===== src/verilog/lss_pkg.sv =====
// constants and types shared by the lamp strike and burst sequencer
package lss_pkg;
    // register byte offsets
    localparam logic [7:0] LSS_OFS_STATUS = 8'h00;
    localparam logic [7:0] LSS_OFS_BRIGHT = 8'h04;
    localparam logic [7:0] LSS_OFS_RUNDIV = 8'h08;
    localparam logic [7:0] LSS_OFS_IRQ_STAT = 8'h0C;
    localparam logic [7:0] LSS_OFS_IRQ_MASK = 8'h10;
    // reset values and the run divider minimum
    localparam logic [11:0] LSS_RUNDIV_RST = 12'h301;
    localparam logic [7:0] LSS_BRIGHT_RST = 8'hFF;
    localparam logic [11:0] LSS_RUNDIV_MIN = 12'h00A;
    // irq bit positions
    localparam int LSS_IRQ_FAULT = 0;
    localparam int LSS_IRQ_RUN = 1;
    localparam int LSS_IRQ_MISS = 2;
    localparam int LSS_IRQ_W = 3;
    // sequencing counts and strike period scaling
    localparam int LSS_PWRON_PERIODS = 16384;
    localparam int LSS_CHECK_PERIODS = 8192;
    localparam logic [3:0] LSS_IGNITE_LAST = 4'h7;
    localparam logic [3:0] LSS_OPEN_MIN = 4'h8;
    localparam logic [3:0] LSS_ATTEMPT_LAST = 4'hE;
    localparam logic [9:0] LSS_STEP_LAST = 10'h3FF;
    localparam logic [3:0] LSS_PULSE_LAST = 4'hF;
    localparam logic [17:0] LSS_STRIKE_LIMIT = 18'h3C000;
    localparam int LSS_STEP_SHIFT = 10;
    localparam logic [11:0] LSS_TOP_RATIO = 12'h005;
    // three-level input codes
    localparam logic [1:0] LSS_TRI_LOW = 2'h0;
    localparam logic [1:0] LSS_TRI_FLOAT = 2'h1;
    localparam logic [1:0] LSS_TRI_HIGH = 2'h2;
    // burst dividers and duty thresholds
    localparam logic [3:0] LSS_DIV_HIGH = 4'h2;
    localparam logic [3:0] LSS_DIV_FLOAT = 4'h4;
    localparam logic [3:0] LSS_DIV_LOW = 4'h8;
    localparam logic [6:0] LSS_BURST_FULL = 7'h40;
    localparam logic [6:0] LSS_BURST_MIN = 7'h06;
    localparam logic [6:0] LSS_BURST_SPAN = 7'h3A;

    typedef enum logic [2:0] {
        LSS_ST_IDLE = 3'b000,
        LSS_ST_PWRON = 3'b001,
        LSS_ST_STRIKE = 3'b010,
        LSS_ST_RUN = 3'b011,
        LSS_ST_FAULT = 3'b100
    } lss_state_e;
endpackage


===== src/verilog/lss_burst.sv =====
// burst dimming clock divider and duty comparator
`timescale 1ns/1ns
module lss_burst
    import lss_pkg::*;
(
    input wire logic clk_sys_i,
    input wire logic rst_i,
    input wire logic run_i,
    input wire logic per_tick_i,
    input wire logic [1:0] dimming_select_i,
    input wire logic [1:0] div_select_i,
    input wire logic burst_clock_polarity_input_i,
    input wire logic [7:0] brightness_i,
    output logic burst_on_o
);
    import lss_pkg::*;

    typedef struct packed {
        logic ext_q;
        logic [3:0] pre;
        logic [5:0] ramp;
        logic on;
    } lss_burst_s;

    lss_burst_s s_r;
    lss_burst_s s_nxt;
    logic internal;
    logic src_tick;
    logic [3:0] div;
    logic [7:0] b;
    logic [6:0] thr;
    logic [15:0] prod;

    always_comb begin
        s_nxt = s_r;
        internal = (dimming_select_i == LSS_TRI_LOW);
        s_nxt.ext_q = burst_clock_polarity_input_i;
        // internal source is the drive period end tick itself, one per period
        src_tick = internal ? per_tick_i
                 : (burst_clock_polarity_input_i && !s_r.ext_q);
        case (div_select_i)
            LSS_TRI_HIGH: div = LSS_DIV_HIGH;
            LSS_TRI_FLOAT: div = LSS_DIV_FLOAT;
            default: div = LSS_DIV_LOW;
        endcase
        if (internal) begin
            // 16 wraps to zero; the 4-bit pre then runs all 16 states
            div = {div[2:0], 1'b0};
        end
        // reverse polarity only outside external clock mode
        b = (internal && !burst_clock_polarity_input_i) ? ~brightness_i
            : brightness_i;
        prod = 16'(b) * 16'(LSS_BURST_SPAN);
        thr = (b == 8'hFF) ? LSS_BURST_FULL
            : LSS_BURST_MIN + 7'(prod[15:8]);
        if (!run_i) begin
            s_nxt.pre = 4'h0;
            s_nxt.ramp = 6'h00;
        end else if (src_tick) begin
            if (s_r.pre == div - 4'h1) begin
                s_nxt.pre = 4'h0;
                s_nxt.ramp = s_r.ramp + 6'h01;
            end else begin
                s_nxt.pre = s_r.pre + 4'h1;
            end
        end
        if (dimming_select_i == LSS_TRI_FLOAT
            || dimming_select_i == 2'h3) begin
            s_nxt.on = 1'b1;
        end else begin
            s_nxt.on = {1'b0, s_r.ramp} < thr;
        end
    end

    always_ff @(posedge clk_sys_i or posedge rst_i) begin
        if (rst_i) begin
            s_r <= '0;
            // pin idles high; avoids a false clock edge after reset
            s_r.ext_q <= 1'b1;
        end else begin
            s_r <= s_nxt;
        end
    end

    assign burst_on_o = s_r.on;

    a_analog_full: assert property (
        @(posedge clk_sys_i) disable iff (rst_i)
        dimming_select_i == LSS_TRI_FLOAT |=> burst_on_o)
        else $error("analog mode must keep burst on");
endmodule


===== src/verilog/lss_seq.sv =====
// lamp strike, run check, fault and burst sequencer with avalon registers
`timescale 1ns/1ns
module lss_seq
    import lss_pkg::*;
#(
    parameter int PWRON_PERIODS = LSS_PWRON_PERIODS,
    parameter int CHECK_PERIODS = LSS_CHECK_PERIODS
) (
    input wire logic clk_sys_i,
    input wire logic rst_i,
    input wire logic enable_i,
    input wire logic lamp_current_sense_i,
    input wire logic overvoltage_sense_i,
    input wire logic [1:0] dimming_select_i,
    input wire logic [1:0] div_select_i,
    input wire logic burst_clock_polarity_input_i,
    input wire logic [7:0] avs_address_i,
    input wire logic avs_read_i,
    input wire logic avs_write_i,
    input wire logic [31:0] avs_writedata_i,
    input wire logic [3:0] avs_byteenable_i,
    output logic [31:0] avs_readdata_o,
    output logic avs_waitrequest_o,
    output logic drive_a_o,
    output logic drive_b_o,
    output logic fault_filter_node_o,
    output logic irq_o
);
    import lss_pkg::*;

    localparam logic [13:0] PWRON_LAST = 14'(PWRON_PERIODS - 1);
    localparam logic [12:0] CHECK_LAST = 13'(CHECK_PERIODS - 1);

    typedef struct packed {
        lss_state_e st;
        logic [11:0] pcnt;
        logic seen;
        logic ov;
        logic [13:0] dcnt;
        logic [3:0] pulse;
        logic [9:0] step;
        logic [3:0] att;
        logic [3:0] ign;
        logic [12:0] chk;
        logic [3:0] runcyc;
        logic [17:0] stot;
        logic drv_a;
        logic drv_b;
        logic fnode;
        logic [7:0] bright;
        logic [11:0] rundiv;
        logic [LSS_IRQ_W-1:0] mask;
        logic [LSS_IRQ_W-1:0] ist;
        logic wait_q;
        logic [31:0] rdata;
        logic irq;
    } lss_seq_s;

    lss_seq_s s_r;
    lss_seq_s s_nxt;
    logic burst_on;
    logic per_end;
    logic [11:0] cur_per;
    logic [LSS_IRQ_W-1:0] ev;
    logic cyc_hit;
    logic sweep_end;
    logic acc;
    logic drive_en;

    // period shrinks linearly from run period to a fifth of it
    function automatic logic [11:0] strike_period(input logic [11:0] rdiv,
                                                  input logic [9:0] stp);
        logic [11:0] span;
        logic [21:0] prod;
        span = rdiv - rdiv / LSS_TOP_RATIO;
        prod = 22'(span) * 22'(stp) + 22'(span);
        strike_period = rdiv - 12'(prod >> LSS_STEP_SHIFT);
    endfunction

    lss_burst lss_burst_inst (
        .clk_sys_i(clk_sys_i),
        .rst_i(rst_i),
        .run_i(s_r.st == LSS_ST_RUN),
        .per_tick_i(per_end),
        .dimming_select_i(dimming_select_i),
        .div_select_i(div_select_i),
        .burst_clock_polarity_input_i(burst_clock_polarity_input_i),
        .brightness_i(s_r.bright),
        .burst_on_o(burst_on)
    );

    always_comb begin
        s_nxt = s_r;
        ev = '0;
        acc = (avs_read_i || avs_write_i) && !s_r.wait_q;
        cur_per = (s_r.st == LSS_ST_STRIKE)
            ? strike_period(s_r.rundiv, s_r.step) : s_r.rundiv;
        per_end = (s_r.st != LSS_ST_IDLE) && (s_r.pcnt >= cur_per - 12'h001);
        // one lamp cycle is any drive period in which current was seen
        cyc_hit = s_r.seen || lamp_current_sense_i;
        sweep_end = (s_r.pulse == LSS_PULSE_LAST)
            && (s_r.step == LSS_STEP_LAST);
        s_nxt.pcnt = per_end ? 12'h000 : s_r.pcnt + 12'h001;
        if (per_end) begin
            s_nxt.seen = 1'b0;
            s_nxt.ov = 1'b0;
        end else begin
            s_nxt.seen = cyc_hit;
            s_nxt.ov = s_r.ov || overvoltage_sense_i;
        end
        case (s_r.st)
            LSS_ST_IDLE: begin
                s_nxt.pcnt = 12'h000;
                s_nxt.dcnt = '0;
                s_nxt.st = LSS_ST_PWRON;
            end
            LSS_ST_PWRON: begin
                if (per_end) begin
                    s_nxt.dcnt = s_r.dcnt + 14'h0001;
                    if (s_r.dcnt == PWRON_LAST) begin
                        s_nxt.st = LSS_ST_STRIKE;
                        s_nxt.pulse = '0;
                        s_nxt.step = '0;
                        s_nxt.att = '0;
                        s_nxt.ign = '0;
                        s_nxt.stot = '0;
                    end
                end
            end
            LSS_ST_STRIKE: begin
                if (per_end) begin
                    s_nxt.stot = s_r.stot + 18'h00001;
                    s_nxt.pulse = s_r.pulse + 4'h1;
                    if (cyc_hit) begin
                        s_nxt.ign = s_r.ign + 4'h1;
                    end
                    // overvoltage holds the step where it is
                    if (s_r.pulse == LSS_PULSE_LAST && !s_r.ov
                        && !overvoltage_sense_i) begin
                        s_nxt.step = s_r.step + 10'h001;
                    end
                    if (cyc_hit && s_r.ign == LSS_IGNITE_LAST) begin
                        s_nxt.st = LSS_ST_RUN;
                        s_nxt.chk = '0;
                        s_nxt.runcyc = '0;
                        ev[LSS_IRQ_RUN] = 1'b1;
                    end else if ((sweep_end && !s_r.ov
                                  && !overvoltage_sense_i
                                  && s_r.att == LSS_ATTEMPT_LAST)
                                 || s_r.stot == LSS_STRIKE_LIMIT
                                     - 18'h00001) begin
                        s_nxt.st = LSS_ST_FAULT;
                        ev[LSS_IRQ_FAULT] = 1'b1;
                    end else if (sweep_end && !s_r.ov
                                 && !overvoltage_sense_i) begin
                        s_nxt.att = s_r.att + 4'h1;
                        s_nxt.ign = '0;
                        ev[LSS_IRQ_MISS] = 1'b1;
                    end
                end
            end
            LSS_ST_RUN: begin
                if (per_end) begin
                    s_nxt.chk = s_r.chk + 13'h0001;
                    if (cyc_hit && s_r.runcyc != LSS_OPEN_MIN) begin
                        s_nxt.runcyc = s_r.runcyc + 4'h1;
                    end
                    if (s_r.chk == CHECK_LAST) begin
                        s_nxt.chk = '0;
                        s_nxt.runcyc = '0;
                        if (s_r.runcyc < LSS_OPEN_MIN
                            && !(cyc_hit
                                 && s_r.runcyc == LSS_OPEN_MIN - 4'h1)) begin
                            s_nxt.st = LSS_ST_FAULT;
                            ev[LSS_IRQ_FAULT] = 1'b1;
                        end
                    end
                end
            end
            LSS_ST_FAULT: begin
                s_nxt.pcnt = 12'h000;
            end
            default: begin
                s_nxt.st = LSS_ST_IDLE;
            end
        endcase
        if (!enable_i) begin
            s_nxt.st = LSS_ST_IDLE;
        end
        // drives follow the counter; a half period each
        drive_en = (s_r.st == LSS_ST_STRIKE)
            || (s_r.st == LSS_ST_RUN && burst_on);
        s_nxt.drv_a = enable_i && drive_en && !per_end
            && (s_nxt.pcnt < (cur_per >> 1));
        s_nxt.drv_b = enable_i && drive_en && !per_end
            && (s_nxt.pcnt >= (cur_per >> 1));
        s_nxt.fnode = (s_nxt.st == LSS_ST_FAULT);
        // bus slave: one wait state; waitrequest drops in the cycle after
        // a request is first seen and rises again as it is taken
        s_nxt.wait_q = !((avs_read_i || avs_write_i) && s_r.wait_q);
        if ((avs_read_i || avs_write_i) && s_r.wait_q) begin
            s_nxt.rdata = '0;
            case (avs_address_i)
                LSS_OFS_STATUS: s_nxt.rdata = {23'h0, burst_on,
                    s_r.att, s_r.fnode, s_r.st};
                LSS_OFS_BRIGHT: s_nxt.rdata = {24'h0, s_r.bright};
                LSS_OFS_RUNDIV: s_nxt.rdata = {20'h0, s_r.rundiv};
                LSS_OFS_IRQ_STAT: s_nxt.rdata = 32'(s_r.ist);
                LSS_OFS_IRQ_MASK: s_nxt.rdata = 32'(s_r.mask);
                default: s_nxt.rdata = '0;
            endcase
        end
        if (acc && avs_read_i && avs_address_i == LSS_OFS_IRQ_STAT) begin
            s_nxt.ist = ev;
        end else begin
            s_nxt.ist = s_r.ist | ev;
        end
        if (acc && avs_write_i) begin
            case (avs_address_i)
                LSS_OFS_BRIGHT: begin
                    if (avs_byteenable_i[0]) begin
                        s_nxt.bright = avs_writedata_i[7:0];
                    end
                end
                LSS_OFS_RUNDIV: begin
                    if (avs_byteenable_i[1:0] == 2'h3) begin
                        // too short a period would break the sweep
                        s_nxt.rundiv = (avs_writedata_i[11:0]
                            < LSS_RUNDIV_MIN) ? LSS_RUNDIV_MIN
                            : avs_writedata_i[11:0];
                    end
                end
                LSS_OFS_IRQ_MASK: begin
                    if (avs_byteenable_i[0]) begin
                        s_nxt.mask = avs_writedata_i[LSS_IRQ_W-1:0];
                    end
                end
                default: begin
                end
            endcase
        end
        s_nxt.irq = |(s_nxt.ist & s_nxt.mask);
    end

    always_ff @(posedge clk_sys_i or posedge rst_i) begin
        if (rst_i) begin
            s_r <= '0;
            s_r.st <= LSS_ST_IDLE;
            s_r.bright <= LSS_BRIGHT_RST;
            s_r.rundiv <= LSS_RUNDIV_RST;
            s_r.wait_q <= 1'b1;
        end else begin
            s_r <= s_nxt;
        end
    end

    assign avs_readdata_o = s_r.rdata;
    assign avs_waitrequest_o = s_r.wait_q;
    assign drive_a_o = s_r.drv_a;
    assign drive_b_o = s_r.drv_b;
    assign fault_filter_node_o = s_r.fnode;
    assign irq_o = s_r.irq;

    a_fault_node_high: assert property (
        @(posedge clk_sys_i) disable iff (rst_i)
        s_r.st == LSS_ST_FAULT && enable_i |=> fault_filter_node_o)
        else $error("fault node not high in fault");
    a_disable_to_idle: assert property (
        @(posedge clk_sys_i) disable iff (rst_i)
        !enable_i |=> s_r.st == LSS_ST_IDLE && !drive_a_o && !drive_b_o)
        else $error("disable did not idle the sequencer");
    a_pwron_no_drive: assert property (
        @(posedge clk_sys_i) disable iff (rst_i)
        s_r.st == LSS_ST_PWRON |=> !drive_a_o && !drive_b_o)
        else $error("drive active during power-on delay");
    a_pwron_exit: assert property (
        @(posedge clk_sys_i) disable iff (rst_i)
        s_r.st == LSS_ST_PWRON && per_end && s_r.dcnt == PWRON_LAST
        && enable_i |=> s_r.st == LSS_ST_STRIKE)
        else $error("power-on delay length wrong");
    a_ignite_run: assert property (
        @(posedge clk_sys_i) disable iff (rst_i)
        s_r.st == LSS_ST_STRIKE && per_end && cyc_hit
        && s_r.ign == LSS_IGNITE_LAST && enable_i
        |=> s_r.st == LSS_ST_RUN)
        else $error("no run entry after eight cycles");
    a_step_advance: assert property (
        @(posedge clk_sys_i) disable iff (rst_i)
        s_r.st == LSS_ST_STRIKE && per_end && !sweep_end
        && s_r.pulse == LSS_PULSE_LAST && !s_r.ov && !overvoltage_sense_i
        |=> s_r.step == $past(s_r.step) + 10'h001)
        else $error("strike step did not advance after 16 pulses");
    a_strike_pulses: assert property (
        @(posedge clk_sys_i) disable iff (rst_i)
        s_r.st == LSS_ST_STRIKE && s_r.pulse != LSS_PULSE_LAST
        |=> s_r.step == $past(s_r.step))
        else $error("strike step moved before 16 pulses");
    a_check_count: assert property (
        @(posedge clk_sys_i) disable iff (rst_i)
        s_r.st == LSS_ST_RUN && per_end && s_r.chk != CHECK_LAST
        |=> s_r.chk == $past(s_r.chk) + 13'h0001)
        else $error("check interval counter did not advance");
    a_cycle_seen: assert property (
        @(posedge clk_sys_i) disable iff (rst_i)
        lamp_current_sense_i && !per_end |=> s_r.seen)
        else $error("lamp current not recorded for the period");
    a_open_lamp: assert property (
        @(posedge clk_sys_i) disable iff (rst_i)
        s_r.st == LSS_ST_RUN && per_end && s_r.chk == CHECK_LAST
        && s_r.runcyc < LSS_OPEN_MIN - 4'h1 && enable_i
        |=> s_r.st == LSS_ST_FAULT)
        else $error("open lamp not declared");
    a_sweep_fault: assert property (
        @(posedge clk_sys_i) disable iff (rst_i)
        s_r.st == LSS_ST_STRIKE && per_end && sweep_end
        && s_r.att == LSS_ATTEMPT_LAST && !cyc_hit && !s_r.ov
        && !overvoltage_sense_i && enable_i |=> s_r.st == LSS_ST_FAULT)
        else $error("fifteenth failed sweep did not fault");
    a_fault_latched: assert property (
        @(posedge clk_sys_i) disable iff (rst_i)
        s_r.st == LSS_ST_FAULT && enable_i
        |=> s_r.st == LSS_ST_FAULT ##1 !drive_a_o && !drive_b_o)
        else $error("fault did not stay latched");
    a_top_strike: assert property (
        @(posedge clk_sys_i) disable iff (rst_i)
        s_r.st == LSS_ST_STRIKE && s_r.step == LSS_STEP_LAST
        |-> cur_per == s_r.rundiv / LSS_TOP_RATIO
            || cur_per == s_r.rundiv / LSS_TOP_RATIO + 12'h001)
        else $error("top strike period not a fifth of run period");
endmodule


===== config.mk =====
export PLATFORM = sky130hd
export DESIGN_NAME = lss_seq
export DESIGN_NICKNAME = d
export VERILOG_FILES = /design/src/verilog/lss_pkg.sv /design/src/verilog/lss_burst.sv /design/src/verilog/lss_seq.sv
export SDC_FILE = /design/constraint.sdc
export NUM_CORES = 1
export LEC_CHECK = 0
export BUFFER_PORTS_ARGS = -buffer_cell sky130_fd_sc_hd__buf_2
export CORE_MARGIN = 5
export CORE_UTILIZATION = 57
export DETAILED_ROUTE_END_ITERATION = 7
export GPL_ROUTABILITY_DRIVEN = 0
export PLACE_DENSITY = 0.9
export SLEW_MARGIN = 20
export SYNTH_ARGS = -nofsm -noshare
export SYNTH_HDL_FRONTEND = slang
export SYNTH_SLANG_ARGS = --single-unit

===== constraint.sdc =====
create_clock -name clk_sys_i -period 16.58 [get_ports clk_sys_i]
set_clock_uncertainty 0.1 [all_clocks]
set_input_delay 3.316 -clock clk_sys_i [delete_from_list [all_inputs] [get_ports clk_sys_i]]
set_output_delay 3.316 -clock clk_sys_i [all_outputs]
set_load 0.02 [all_outputs]

==> impl_results.md <==
- Outcome: finished with violations
- Failing checks: design-rule violations
- Mapped Cells: 1767
- Synth Flop Type: dfrtp_1
- Power share of the clock group: 0.439
- Gr usage total: 0.258
- Hold buffers post-CTS: 0
- Syn Area/Cell: 8.61 µm²
- MaxCap Viol Count: 0
- Rel. slew slack: 0.299
- # rows: 59
- Crit path capture type: flip-flop
- Worst-path clk slew: 0.06 ns
- Reg2reg start: s_r[49]
- R2R depth: 78
- DP Wirelength: 28.0 mm
- CTS buffer count: 17
- Netlist cell types: 86
- Final setup viols: 0
- Chip height: 173 µm
- Layout cell share with drive strength beyond 1: 0.166
- P_leak: 8.51 nW
- Via count: 13800
- Worst Hold Launch: s_r[117]
- First-pass GRT wire length: 65.3 mm
- Combinational share of power: 0.197
- Synth warn: 0
- Largest net degree at the start of global routing: 75
- Final Max Slew Viols: 0
- Most common cell after layout, fill and taps aside: inv_1
- Data required time at the worst endpoint: 16.84 ns
- Crit start category: flip-flop
- Global route overflow: 0
- Die width: 173 µm
- CORE AREA: 26200 µm²
- # nets final: 2137
- Critical path class: reg2reg
- Final setup TNS: 0 ns
- Worst-Margin Slew: 1.04 ns
- Vias in the first global route: 13800
- CTS max path bufs: 2
- Finished Cell Area: 17200 µm²
- Antenna Nets Post-Route: 0
- CTS Root Cell: clkbuf_16
- R2R Path End: drive_a_o
- Netlist Area Pre-Place: 15200 µm²
- Fraction of power spent switching nets: 0.285
- Fin. Hold Viols: 0
- Worst-Skew Late Latency: 0.44 ns
- CTS Sinks: 143
- Drt first pass iters: 8
- Sequential share of power: 0.364
- Crit path time final: 16.53 ns
- Worst vdd ir: 0.0000792 V
- Avg Vias per Cell: 6.32
- CP arrival: 16.80 ns
- Max stage delay cell, worst path: fa_1
- Post-synth ARST share: 1.00
- Area grow syn2layout: 12.9%
- Placed Area: 15900 µm²
- Hold path depth: 2
- CTS tree: built
- Pwr Density: 56.9 nW/µm²
- Sequential fraction of the synthesis area: 0.236
- Die Footprint: 30100 µm²
- H-Tree Depth: 4
- Worst R2R Setup Slack: 0.05 ns
- Period Utilization, post-route: 0.997
- Initial antenna violation count: 1
- Internal: 0.000700 W
- Port buffer count: 50
- Wirelength per Cell: 19.4 µm
- Crit-path max cell delay: 0.56 ns
- Psw: 0.000278 W
- Ports: 93
- Flops & latches, synth: 143
- Critical path peak fanout: 7
- Commonest cells after routing, fill and taps aside: 171 x inv_1, 153 x nand2_1, 142 x ha_1
- Routed wire length: 42.4 mm
- DRC: 1
- Hold/Removal Path Class: reg2reg
- Number of synthesized flops with an enable pin: 0
- Starting DRT DRC Count: 1454
- Fmax: 60.5 MHz
- Hold EP: s_r[117]
- Initial Utilization: 0.581
[per-layer routing]
layer  wire length (µm)  vias to the layer above  global-route usage
li1                   -                     6063                   -
met1              15500                     6625               0.306
met2              20400                      855               0.450
met3               3730                      288              0.0478
met4               2810                        0               0.129
met5                  0                        -                   0
[final cells by class]
class,count,area [µm²]
multi-input combinational,1353,10800
clock buffer,18,429
fill,1768,9020
antenna,2,5.00
inverter,175,662
clock inverter,14,228
sequential,143,3600
timing repair buffer,148,1030
tap,335,419
[registers in the layout, summed over array words and instances (netlist names)]
name	cells
s_r	114
avs_readdata_o	12
lss_burst_inst.s_r	11
avs_waitrequest_o	1
drive_a_o	1
drive_b_o	1
fault_filter_node_o	1
irq_o	1
lss_burst_inst.burst_on_o	1
[cell families (layout without fill, tap and decap cells)]
logic type	Yosys count	count (layout)	synth area share
simple gates	637	637	0.211
mux	31	31	0.0224
other cells	1	22	0.000246
xor+xnor	122	122	0.0720
fa+ha+maj	246	246	0.248
compound gates	297	297	0.127
buf+inv	290	355	0.0830
flops	143	143	0.236
[critical path, delay by kind of cell, from the launching register on]
kind | cells | cell delay, ns
AO/OA/AOI/OAI | 31 | 5.93
adder cells (fa/ha/maj) | 14 | 5.12
AND/OR/NAND/NOR | 19 | 2.71
buffers and inverters | 9 | 1.00
XOR/XNOR | 4 | 0.83
flip-flops | 1 | 0.50
multiplexers | 1 | 0.23
[power by group through the flow]
stage	Combinational (W)	Sequential, W	Clock (W)
after CTS	0.000169	0.000356	0.000430
after global placement	0.000156	0.000362	0
after floorplan	0.000120	0.000360	0
final	0.000192	0.000356	0.000430
after global routing	0.000209	0.000356	0.000448
after detailed placement	0.000164	0.000362	0
[worst max-delay path by stage]
stage | start | end | slack [ns] | cells after the start
floorplan | s_r[48] | drive_b_o | 0.68 | 79
global placement | s_r[48] | drive_b_o | 0.05 | 76
detailed placement | s_r[49] | drive_b_o | -0.43 | 74
CTS | s_r[50] | drive_b_o | 0.01 | 76
global route | s_r[49] | drive_a_o | -0.58 | 80
finish | s_r[49] | drive_a_o | 0.05 | 78
[repair_timing]
item,4_1_cts,5_1_grt
pin swaps,8,40
hold endpoints to repair,0,0
cloned,0,1
endpoints found under the setup margin,6,81
gates resized for setup,20,77
buffers inserted,8,24
[synthesized netlist by cell type (9+ instances only)]
cell        n  area share
o21bai_1    9      0.0044
nand4_1    25       0.010
nand2_1   155       0.038
dfrtp_1   130        0.21
or2_2      10      0.0041
fa_1       94        0.12
mux2i_1    11      0.0072
nor3_1     40       0.013
inv_1     172       0.042
buf_4      34       0.017
nand2b_1   28       0.012
nor2b_1    29       0.012
nor2_1    132       0.033
ha_1      149        0.12
o21ai_0   111       0.037
xor2_1     54       0.031
and3_1     27       0.011
buf_2      14      0.0046
nand3_1    63       0.021
xnor2_1    66       0.038
clkbuf_1   60       0.015
dfstp_2    13       0.022
a21o_1     25       0.012
a21oi_1    49       0.016
or3_1      20      0.0082
and2_1     64       0.026
mux2_2     18       0.013
[stage by stage]
step	util	power [W]	hold slack, ns	setup WS (ns)	instances
after detailed placement	0.606	0.000526	0.367	-0.435	2121
after global routing	0.656	0.00101	0.429	-0.580	2187
after floorplan	-	0.000480	0.351	0.676	1786
after global placement	0.606	0.000517	0.363	0.0548	2121
final	0.656	0.000978	0.398	0.0460	2188
after CTS	0.636	0.000955	0.381	0.0124	2161
(Power assumes the default switching activity.)
